### src/verilog/bkosc_defs.svh
`ifndef BKOSC_DEFS_SVH
`define BKOSC_DEFS_SVH

// ----------------------------------------
// Register offsets (byte addresses)
// ----------------------------------------
`define BKOSC_CTRL_OFS      8'h00
`define BKOSC_SEL_OFS       8'h04
`define BKOSC_STAT_OFS      8'h08
`define BKOSC_GATE_OFS      8'h0C
`define BKOSC_STAB_OFS      8'h10
`define BKOSC_WDOG_OFS      8'h14

// ----------------------------------------
// Control register fields
// ----------------------------------------
`define BKOSC_CTRL_SUB_BIT  0
`define BKOSC_CTRL_REQ_BIT  1

// ----------------------------------------
// Clock-select register fields
// ----------------------------------------
`define BKOSC_SEL_T16B_WT   0
`define BKOSC_SEL_WT_SUB    1
`define BKOSC_SEL_T8_EXT0   2
`define BKOSC_SEL_T8_EXT1   3
`define BKOSC_SEL_T8_CMP0   4
`define BKOSC_SEL_T8_CMP1   5
`define BKOSC_SEL_IT1_2048  6
`define BKOSC_SEL_WD_DIV8   7
`define BKOSC_SEL_CS0_EXT   8
`define BKOSC_SEL_CS1_EXT   9
`define BKOSC_SEL_AS0_EXT   10
`define BKOSC_SEL_RTO_EN    11
`define BKOSC_SEL_RTO_SRC   12

// ----------------------------------------
// Gate output bit positions
// ----------------------------------------
`define BKOSC_G_T16A        0
`define BKOSC_G_T16B        1
`define BKOSC_G_T8_0        2
`define BKOSC_G_T8_1        3
`define BKOSC_G_IT0         4
`define BKOSC_G_IT1         5
`define BKOSC_G_WT          6
`define BKOSC_G_WD1         7
`define BKOSC_G_WD2         8
`define BKOSC_G_CS0         9
`define BKOSC_G_CS1         10
`define BKOSC_G_TWS         11
`define BKOSC_G_AS0         12
`define BKOSC_G_AS1         13
`define BKOSC_G_ADC         14
`define BKOSC_G_RTO         15
`define BKOSC_G_CMON        16
`define BKOSC_G_ROMC        17
`define BKOSC_G_INTC        18
`define BKOSC_G_KEY         19
`define BKOSC_G_POC         20
`define BKOSC_G_LVD         21
`define BKOSC_G_PORT        22
`define BKOSC_GATES         23

// ----------------------------------------
// Reset values and timing
// ----------------------------------------
`define BKOSC_SEL_RST       32'h0000_0000
`define BKOSC_STAB_RST      32'h0000_0100
`define BKOSC_WDOG_RST      32'h0000_0400

`endif

### src/verilog/bkosc_pkg.sv
package bkosc_pkg;

    typedef enum logic [1:0] {
        BKOSC_RESET,
        BKOSC_WAIT,
        BKOSC_NORMAL,
        BKOSC_BACKUP
    } bkosc_mode_t;

    typedef struct packed {
        bkosc_mode_t mode;
        logic        sub_used;
        logic [12:0] sel;
        logic [31:0] stab_limit;
        logic [31:0] wdog_limit;
        logic [31:0] stab_cnt;
        logic [31:0] wdog_cnt;
        logic        ack;
        logic [31:0] dat;
    } bkosc_state_t;

endpackage : bkosc_pkg

### src/verilog/bkosc_ctrl.sv
// Operation
// - Backup mode exits only through reset
// - Stabilization counter first: enter normal mode
// - Watchdog first during wait: enter backup
// - Second 16-bit timer needs watch-timer subclock
// - 8-bit timer runs from external pin
// - 8-bit timer chained to enabled 16-bit timer
// - Interval timer one needs divide-2048 clock
// - Watch timer needs subclock selected
// - Second watchdog: divide-8 clock, or subclock in use
// - Clocked serial only with external clock
// - First async serial needs external baud
// - Real-time output needs enabled 8-bit timer
`timescale 1ns/100ps
`include "bkosc_defs.svh"
`default_nettype none

module bkosc_ctrl
(
    // Clock and reset
    input  wire logic                    REF_CLK,
    input  wire logic                    RST_N,
    // Wishbone slave
    input  wire logic                    CYC_I,
    input  wire logic                    STB_I,
    input  wire logic                    WE_I,
    input  wire logic [7:0]              ADR_I,
    input  wire logic [3:0]              SEL_I,
    input  wire logic [31:0]             DAT_I,
    output logic      [31:0]             DAT_O,
    output logic                         ACK_O,
    output logic                         ERR_O,
    // Mode and gates
    output logic                         BACKUP_MODE,
    output logic                         NORMAL_MODE,
    output logic [`BKOSC_GATES-1:0]      CLK_RUN
);

    // ----------------------------------------
    // State
    // ----------------------------------------
    bkosc_pkg::bkosc_state_t st;
    bkosc_pkg::bkosc_state_t next_st;

    logic        req;
    logic        bk;
    logic [`BKOSC_GATES-1:0] gate;
    logic        t16b_on;
    logic        t8_on0;
    logic        t8_on1;
    logic        mapped;

    assign req    = CYC_I && STB_I && !st.ack;
    assign bk     = (st.mode == bkosc_pkg::BKOSC_BACKUP);
    assign mapped = (ADR_I == `BKOSC_CTRL_OFS) || (ADR_I == `BKOSC_SEL_OFS)
                 || (ADR_I == `BKOSC_STAT_OFS) || (ADR_I == `BKOSC_GATE_OFS)
                 || (ADR_I == `BKOSC_STAB_OFS) || (ADR_I == `BKOSC_WDOG_OFS);

    // ----------------------------------------
    // Peripheral gating
    // ----------------------------------------
    // Watch-timer chained 16-bit timer
    assign t16b_on = st.sub_used && st.sel[`BKOSC_SEL_T16B_WT] && st.sel[`BKOSC_SEL_WT_SUB];
    assign t8_on0  = st.sel[`BKOSC_SEL_T8_EXT0]
                  || (st.sub_used && st.sel[`BKOSC_SEL_T8_CMP0] && t16b_on);
    assign t8_on1  = st.sel[`BKOSC_SEL_T8_EXT1]
                  || (st.sub_used && st.sel[`BKOSC_SEL_T8_CMP1] && t16b_on);

    always_comb
    begin
        gate = '0;
        gate[`BKOSC_G_T16B] = t16b_on;
        gate[`BKOSC_G_T8_0] = t8_on0;
        gate[`BKOSC_G_T8_1] = t8_on1;
        gate[`BKOSC_G_IT1]  = st.sel[`BKOSC_SEL_IT1_2048];
        gate[`BKOSC_G_WT]   = st.sub_used && st.sel[`BKOSC_SEL_WT_SUB];
        gate[`BKOSC_G_WD2]  = st.sub_used || st.sel[`BKOSC_SEL_WD_DIV8];
        gate[`BKOSC_G_CS0]  = st.sel[`BKOSC_SEL_CS0_EXT];
        gate[`BKOSC_G_CS1]  = st.sel[`BKOSC_SEL_CS1_EXT];
        gate[`BKOSC_G_AS0]  = st.sel[`BKOSC_SEL_AS0_EXT];
        gate[`BKOSC_G_RTO]  = st.sel[`BKOSC_SEL_RTO_EN]
                           && (st.sel[`BKOSC_SEL_RTO_SRC] ? t8_on1 : t8_on0);
        gate[`BKOSC_G_ROMC] = 1'b1;
        gate[`BKOSC_G_INTC] = 1'b1;
        gate[`BKOSC_G_KEY]  = 1'b1;
        gate[`BKOSC_G_POC]  = 1'b1;
        gate[`BKOSC_G_LVD]  = 1'b1;
        gate[`BKOSC_G_PORT] = 1'b1;
    end

    // In normal mode every unit runs; in reset/wait every gate is off, support functions included
    always_comb
    begin
        if (st.mode == bkosc_pkg::BKOSC_NORMAL)
            CLK_RUN = '1;
        else if (bk)
            CLK_RUN = gate;
        else
            CLK_RUN = '0;
    end

    assign BACKUP_MODE = bk;
    assign NORMAL_MODE = (st.mode == bkosc_pkg::BKOSC_NORMAL);
    assign DAT_O       = st.dat;
    assign ACK_O       = st.ack && mapped;
    assign ERR_O       = st.ack && !mapped;

    // ----------------------------------------
    // Next state
    // ----------------------------------------
    always_comb
    begin
        next_st     = st;
        next_st.ack = req;
        unique case (st.mode)
            bkosc_pkg::BKOSC_RESET:
            begin
                next_st.mode     = bkosc_pkg::BKOSC_WAIT;
                next_st.stab_cnt = '0;
                next_st.wdog_cnt = '0;
            end
            bkosc_pkg::BKOSC_WAIT:
            begin
                next_st.stab_cnt = st.stab_cnt + 32'h0000_0001;
                next_st.wdog_cnt = st.wdog_cnt + 32'h0000_0001;
                if (st.wdog_cnt >= st.wdog_limit)
                    next_st.mode = bkosc_pkg::BKOSC_BACKUP;
                else if (st.stab_cnt >= st.stab_limit)
                    next_st.mode = bkosc_pkg::BKOSC_NORMAL;
            end
            bkosc_pkg::BKOSC_NORMAL:
            begin
                // Software restart of the wait models a stop-mode release
                if (req && WE_I && SEL_I[0] && (ADR_I == `BKOSC_CTRL_OFS)
                    && DAT_I[`BKOSC_CTRL_REQ_BIT])
                    next_st.mode = bkosc_pkg::BKOSC_RESET;
            end
            bkosc_pkg::BKOSC_BACKUP:
            begin
                next_st.mode = bkosc_pkg::BKOSC_BACKUP;
            end
        endcase

        next_st.dat = '0;
        if (req && !WE_I)
        begin
            unique case (ADR_I)
                `BKOSC_CTRL_OFS: next_st.dat = {31'h0, st.sub_used};
                `BKOSC_SEL_OFS:  next_st.dat = {19'h0, st.sel};
                `BKOSC_STAT_OFS: next_st.dat = {30'h0, st.mode};
                `BKOSC_GATE_OFS: next_st.dat = {9'h0, CLK_RUN};
                `BKOSC_STAB_OFS: next_st.dat = st.stab_limit;
                `BKOSC_WDOG_OFS: next_st.dat = st.wdog_limit;
                default:         next_st.dat = '0;
            endcase
        end
        if (req && WE_I)
        begin
            unique case (ADR_I)
                `BKOSC_CTRL_OFS:
                    if (SEL_I[0])
                        next_st.sub_used = DAT_I[`BKOSC_CTRL_SUB_BIT];
                `BKOSC_SEL_OFS:
                begin
                    if (SEL_I[0])
                        next_st.sel[7:0] = DAT_I[7:0];
                    if (SEL_I[1])
                        next_st.sel[12:8] = DAT_I[12:8];
                end
                `BKOSC_STAB_OFS:
                    for (int i = 0; i < 4; i++)
                        if (SEL_I[i])
                            next_st.stab_limit[i*8 +: 8] = DAT_I[i*8 +: 8];
                `BKOSC_WDOG_OFS:
                    for (int i = 0; i < 4; i++)
                        if (SEL_I[i])
                            next_st.wdog_limit[i*8 +: 8] = DAT_I[i*8 +: 8];
                default:
                begin
                end
            endcase
        end
    end

    always_ff @(posedge REF_CLK or negedge RST_N)
    begin
        if (!RST_N)
        begin
            st            <= '0;
            st.mode       <= bkosc_pkg::BKOSC_RESET;
            st.sel        <= 13'(`BKOSC_SEL_RST);
            st.stab_limit <= `BKOSC_STAB_RST;
            st.wdog_limit <= `BKOSC_WDOG_RST;
        end
        else
            st <= next_st;
    end
endmodule : bkosc_ctrl

`default_nettype wire

### config.mk
export PLATFORM = sky130hd
export DESIGN_NAME = bkosc_ctrl
export DESIGN_NICKNAME = d
export VERILOG_FILES = /design/src/verilog/bkosc_pkg.sv /design/src/verilog/bkosc_ctrl.sv
export VERILOG_INCLUDE_DIRS = /design/src /design/src/verilog
export SDC_FILE = /design/constraint.sdc
export NUM_CORES = 1
export LEC_CHECK = 0
export ABC_AREA = 1
export ABC_CLOCK_PERIOD_IN_PS = 4100
export BUFFER_PORTS_ARGS = -buffer_cell sky130_fd_sc_hd__buf_2
export CORE_MARGIN = 3
export CORE_UTILIZATION = 35
export DETAILED_ROUTE_END_ITERATION = 8
export GPL_TIMING_DRIVEN = 0
export PLACE_DENSITY = 0.53
export SLEW_MARGIN = 10
export SYNTH_ARGS = -nofsm -noshare
export SYNTH_HDL_FRONTEND = slang
export SYNTH_SLANG_ARGS = --single-unit
### constraint.sdc
create_clock -name REF_CLK -period 4.1 [get_ports REF_CLK]
set_input_delay 0 -clock REF_CLK [delete_from_list [all_inputs] [get_ports REF_CLK]]
set_output_delay 0 -clock REF_CLK [all_outputs]
set_load 0.02 [all_outputs]
==> results.py <==
metrics = {
    "status": {
        "status": "finished, final reports clean",
    },
    "setup_path": {
        "max_stage_delay_ns": 0.58,
        "path_cells": "inv_2 > nand3_1 > dlygate4sd3_1 > inv_2 > nand2_1 > nor2_1 > nand2_1 > buf_2 > nand2_1 > o21ai_0",
        "path_class": "flip-flop to flip-flop",
        "worst_path_max_delay_cell": "dlygate4sd3_1",
        "cp-start-kind": "flip-flop",
        "crit_buf_inv": 4,
        "critical-path-top-delay-family": "simple AND/OR/NAND/NOR gates",
        "crit_fanout": 10,
        "cpMostUsedCell": "nand2_1",
        "crit_required_ns": 4.43,
        "arrival_ns": 2.85,
        "cp-end-kind": "flip-flop",
    },
    "cts": {
        "post_cts_resized": 0,
        "cts-root-buf": "clkbuf_16",
        "cts_sinks": 177,
        "clkTransAtPathRegs_ns": 0.08,
        "cts_buffer_depth": 2,
        "h-tree-depth": 4,
        "post_cts_buffers": 0,
        "worst_skew_pair.late_latency_ns": 0.45,
        "numCtsBuffers": 17,
        "cts_tree": "done",
    },
    "timing": {
        "timing.final.ws_setup_ns": 1.58,
        "setup_violations": 0,
        "drv_slew": 0,
        "period_needed_ns": 2.52,
        "timing_hold_violations_final": 0,
        "slew-limit-headroom": 0.444,
        "fin_skew_ns": 0.0153,
        "rsz0062_at_grt": "false",
        "fmax_ghz": 0.396,
        "post-route-period-util": 0.616,
        "worst_slew_pin_slew_ns": 0.831,
    },
    "yosys": {
        "synth_simple_gate_area_frac": 0.236,
        "avgSynthCellArea_sq_um": 7.75,
        "synth_xor_area_frac": 0.00502,
        "synth-edff-count": 0,
        "muxShareOfSynthArea": 0,
        "synth_fa_ha_area_frac": 0.0788,
        "yosysTopAreaCellShare": 0.418,
        "synthCells": 1352,
        "synth.area.top_cells": "dfrtp_1, nand2_1, ha_1, inv_1, o21ai_0",
        "synth_top_family_by_area": "simple AND/OR/NAND/NOR gates",
        "yosysTopAreaCell": "dfrtp_1",
        "syn_area_sq_um": 10500,
        "yosysWarnings": 0,
        "synth-main-ff-cell": "dfrtp_1",
        "synth_cell_types": 45,
        "synth_compound_area_frac": 0.136,
        "yosysSeqAreaShare": 0.423,
        "async_flop_share": 1.00,
        "ys_ff_latch": 177,
        "syn-num-nets": 1467,
    },
    "power": {
        "ir_drop_mv": 0.246,
        "p_leak_nw": 6.16,
        "fin_total_pwr_w": 0.00425,
        "power_density_nw_per_um2": 340,
    },
    "floorplan": {
        "pin_count": 108,
        "die_height_um": 179,
        "start_util": 0.360,
        "die_w_um": 179,
        "dieArea_sq_um": 32000,
        "core_sq_um": 29100,
        "rows": 62,
    },
    "finish": {
        "final_util": 0.429,
        "final_cell_area_sq_um": 12500,
        "syn2layout_area_growth_pct": 19.2,
        "diodes": 0,
        "num-fill-cells": 2994,
        "drive_gt1_frac": 0.169,
        "nets": 1630,
    },
    "grt": {
        "grt_pass1_wl_um": 49800,
        "grt_max_degree": 69,
        "grtUsageTotal": 0.202,
        "antenna_found_initial": 0,
        "grt_overflow": 0,
        "grt_pass1_vias": 9084,
    },
    "route": {
        "routed_wl_um": 31600,
        "drc": 0,
        "drt_iter0_drc": 740,
        "wl_met2_um": 14100,
        "wl_met1_um": 14800,
        "wl_per_cell_um": 16.5,
        "dr.pass1.iters": 5,
        "wl_met3_um": 1640,
        "vias_per_cell": 4.92,
        "final_antenna_net_count": 0,
        "num_vias": 9400,
        "top_layer": "met4",
    },
    "placement": {
        "routabilityCongestion": 0.879,
        "placedInstanceArea_sq_um": 11600,
        "port_buffers": 107,
        "place_hpwl_um": 24200,
        "preCtsSetupSlack_ns": 1.90,
    },
    "run": {
        "maxCapViolations": 0,
    },
    "min_path": {
        "hp-class": "input pin to async pin",
    },
}
routing by layer:
layer | global-route usage | up-vias
met5 | 0 | -
met4 | 0.0818 | 0
met3 | 0.0324 | 52
met2 | 0.313 | 259
met1 | 0.282 | 4404
li1 | - | 4685
final timing paths:
check,start,end,slack [ns],cells after the start
hold / removal,RST_N,st[127],0.04,2
max in group asynchronous,RST_N,st[134],3.00,4
setup / recovery,st[32],gate[5],1.58,10
setup reg to reg,st[32],gate[5],1.58,10
hold reg to reg,st[141],st[141],0.49,2
min in group REF_CLK,WE_I,DAT_O[0],0.05,4
layout by cell type (no fill, tap or decap), drive strengths merged, types with 10 or more instances in the layout:
cell           n
nor2         110
buf          170
nand3         38
a21oi         92
dlygate4sd3   35
nand2        322
o22ai         14
dfrtp        175
nor4          10
clkbuf        26
ha            66
o21ai        126
inv          223
nor3          44
nand4         23
power by group:
group	leakage, nW	switching (W)	internal, W
Clock	0.281	0.000816	0.000828
Combinational	3.43	0.000493	0.000260
Sequential	2.45	0.0000585	0.00179
Total	6.16	0.00137	0.00288
cell type report:
type,count,area [sq um],share of cell area
Buffer,69,448,0.0359
Clock buffer,18,439,0.0352
Clock inverter,14,143,0.0114
Inverter,219,823,0.0659
Multi-Input combinational cell,887,4770,0.382
Sequential cell,177,4430,0.355
Tap cell,384,480,0.0385
Timing Repair Buffer,144,951,0.0762
kinds of logic (layout without fill, tap and decap cells):
group                      count (synthesis)  after routing
buffers and inverters                    288            464
and+or+nand+nor                          553            553
adders and majority gates                 66             66
DFF                                      177            177
xor gates and xnor gates                   6              6
AOI/OAI and AO/OA                        262            262
state kept, by name (all words and copies together), names as in the netlist:
name and count:
gate 4, st 141, DAT_O 32
worst register-to-register path: stages, from the launching register on:
cell           delay [ns]
dfrtp_1              0.37
inv_2                0.07
nand3_1              0.08
dlygate4sd3_1        0.58
inv_2                0.06
nand2_1              0.24
nor2_1               0.39
nand2_1              0.26
buf_2                0.24
nand2_1              0.06
o21ai_0              0.07
through the flow:
step                TNS (ns)  hold slack, ns  std cells
floorplan                  0          -0.296       1352
global placement       -9.47           0.272       1843
detailed placement         0         -0.0682       1845
CTS                        0          0.0411       1912
global route               0          0.0659       1912
finish                     0          0.0363       1912
cell usage after synthesis (2+ instances only):
| library cell | count |
|---|---|
| inv_1 | 207 |
| nor2_2 | 7 |
| nor3_2 | 6 |
| dfstp_2 | 2 |
| ha_1 | 66 |
| o21a_1 | 6 |
| nand3_1 | 34 |
| nor4_1 | 9 |
| nand4_1 | 23 |
| clkbuf_1 | 8 |
| nor2_1 | 95 |
| buf_2 | 16 |
| a211oi_1 | 3 |
| nand2_2 | 14 |
| a31oi_1 | 5 |
| a21oi_1 | 91 |
| nor2_4 | 8 |
| dfrtp_1 | 175 |
| o221ai_1 | 4 |
| nor3b_1 | 2 |
| nor3_1 | 38 |
| a21o_1 | 3 |
| nand3_2 | 3 |
| o22ai_1 | 14 |
| clkinv_1 | 2 |
| o21ai_1 | 28 |
| xor2_1 | 6 |
| buf_4 | 45 |
| o21ai_0 | 98 |
| o221a_2 | 2 |
| nand2_1 | 307 |
| and3_1 | 2 |
| a41oi_1 | 3 |
| inv_2 | 9 |
repair_timing:
item,CTS,global route
hold buffers,35,0
endpoints found under the hold margin,188,0
endpoints found under the setup margin,0,0
Note: power is estimated with default switching activity, not from simulation.
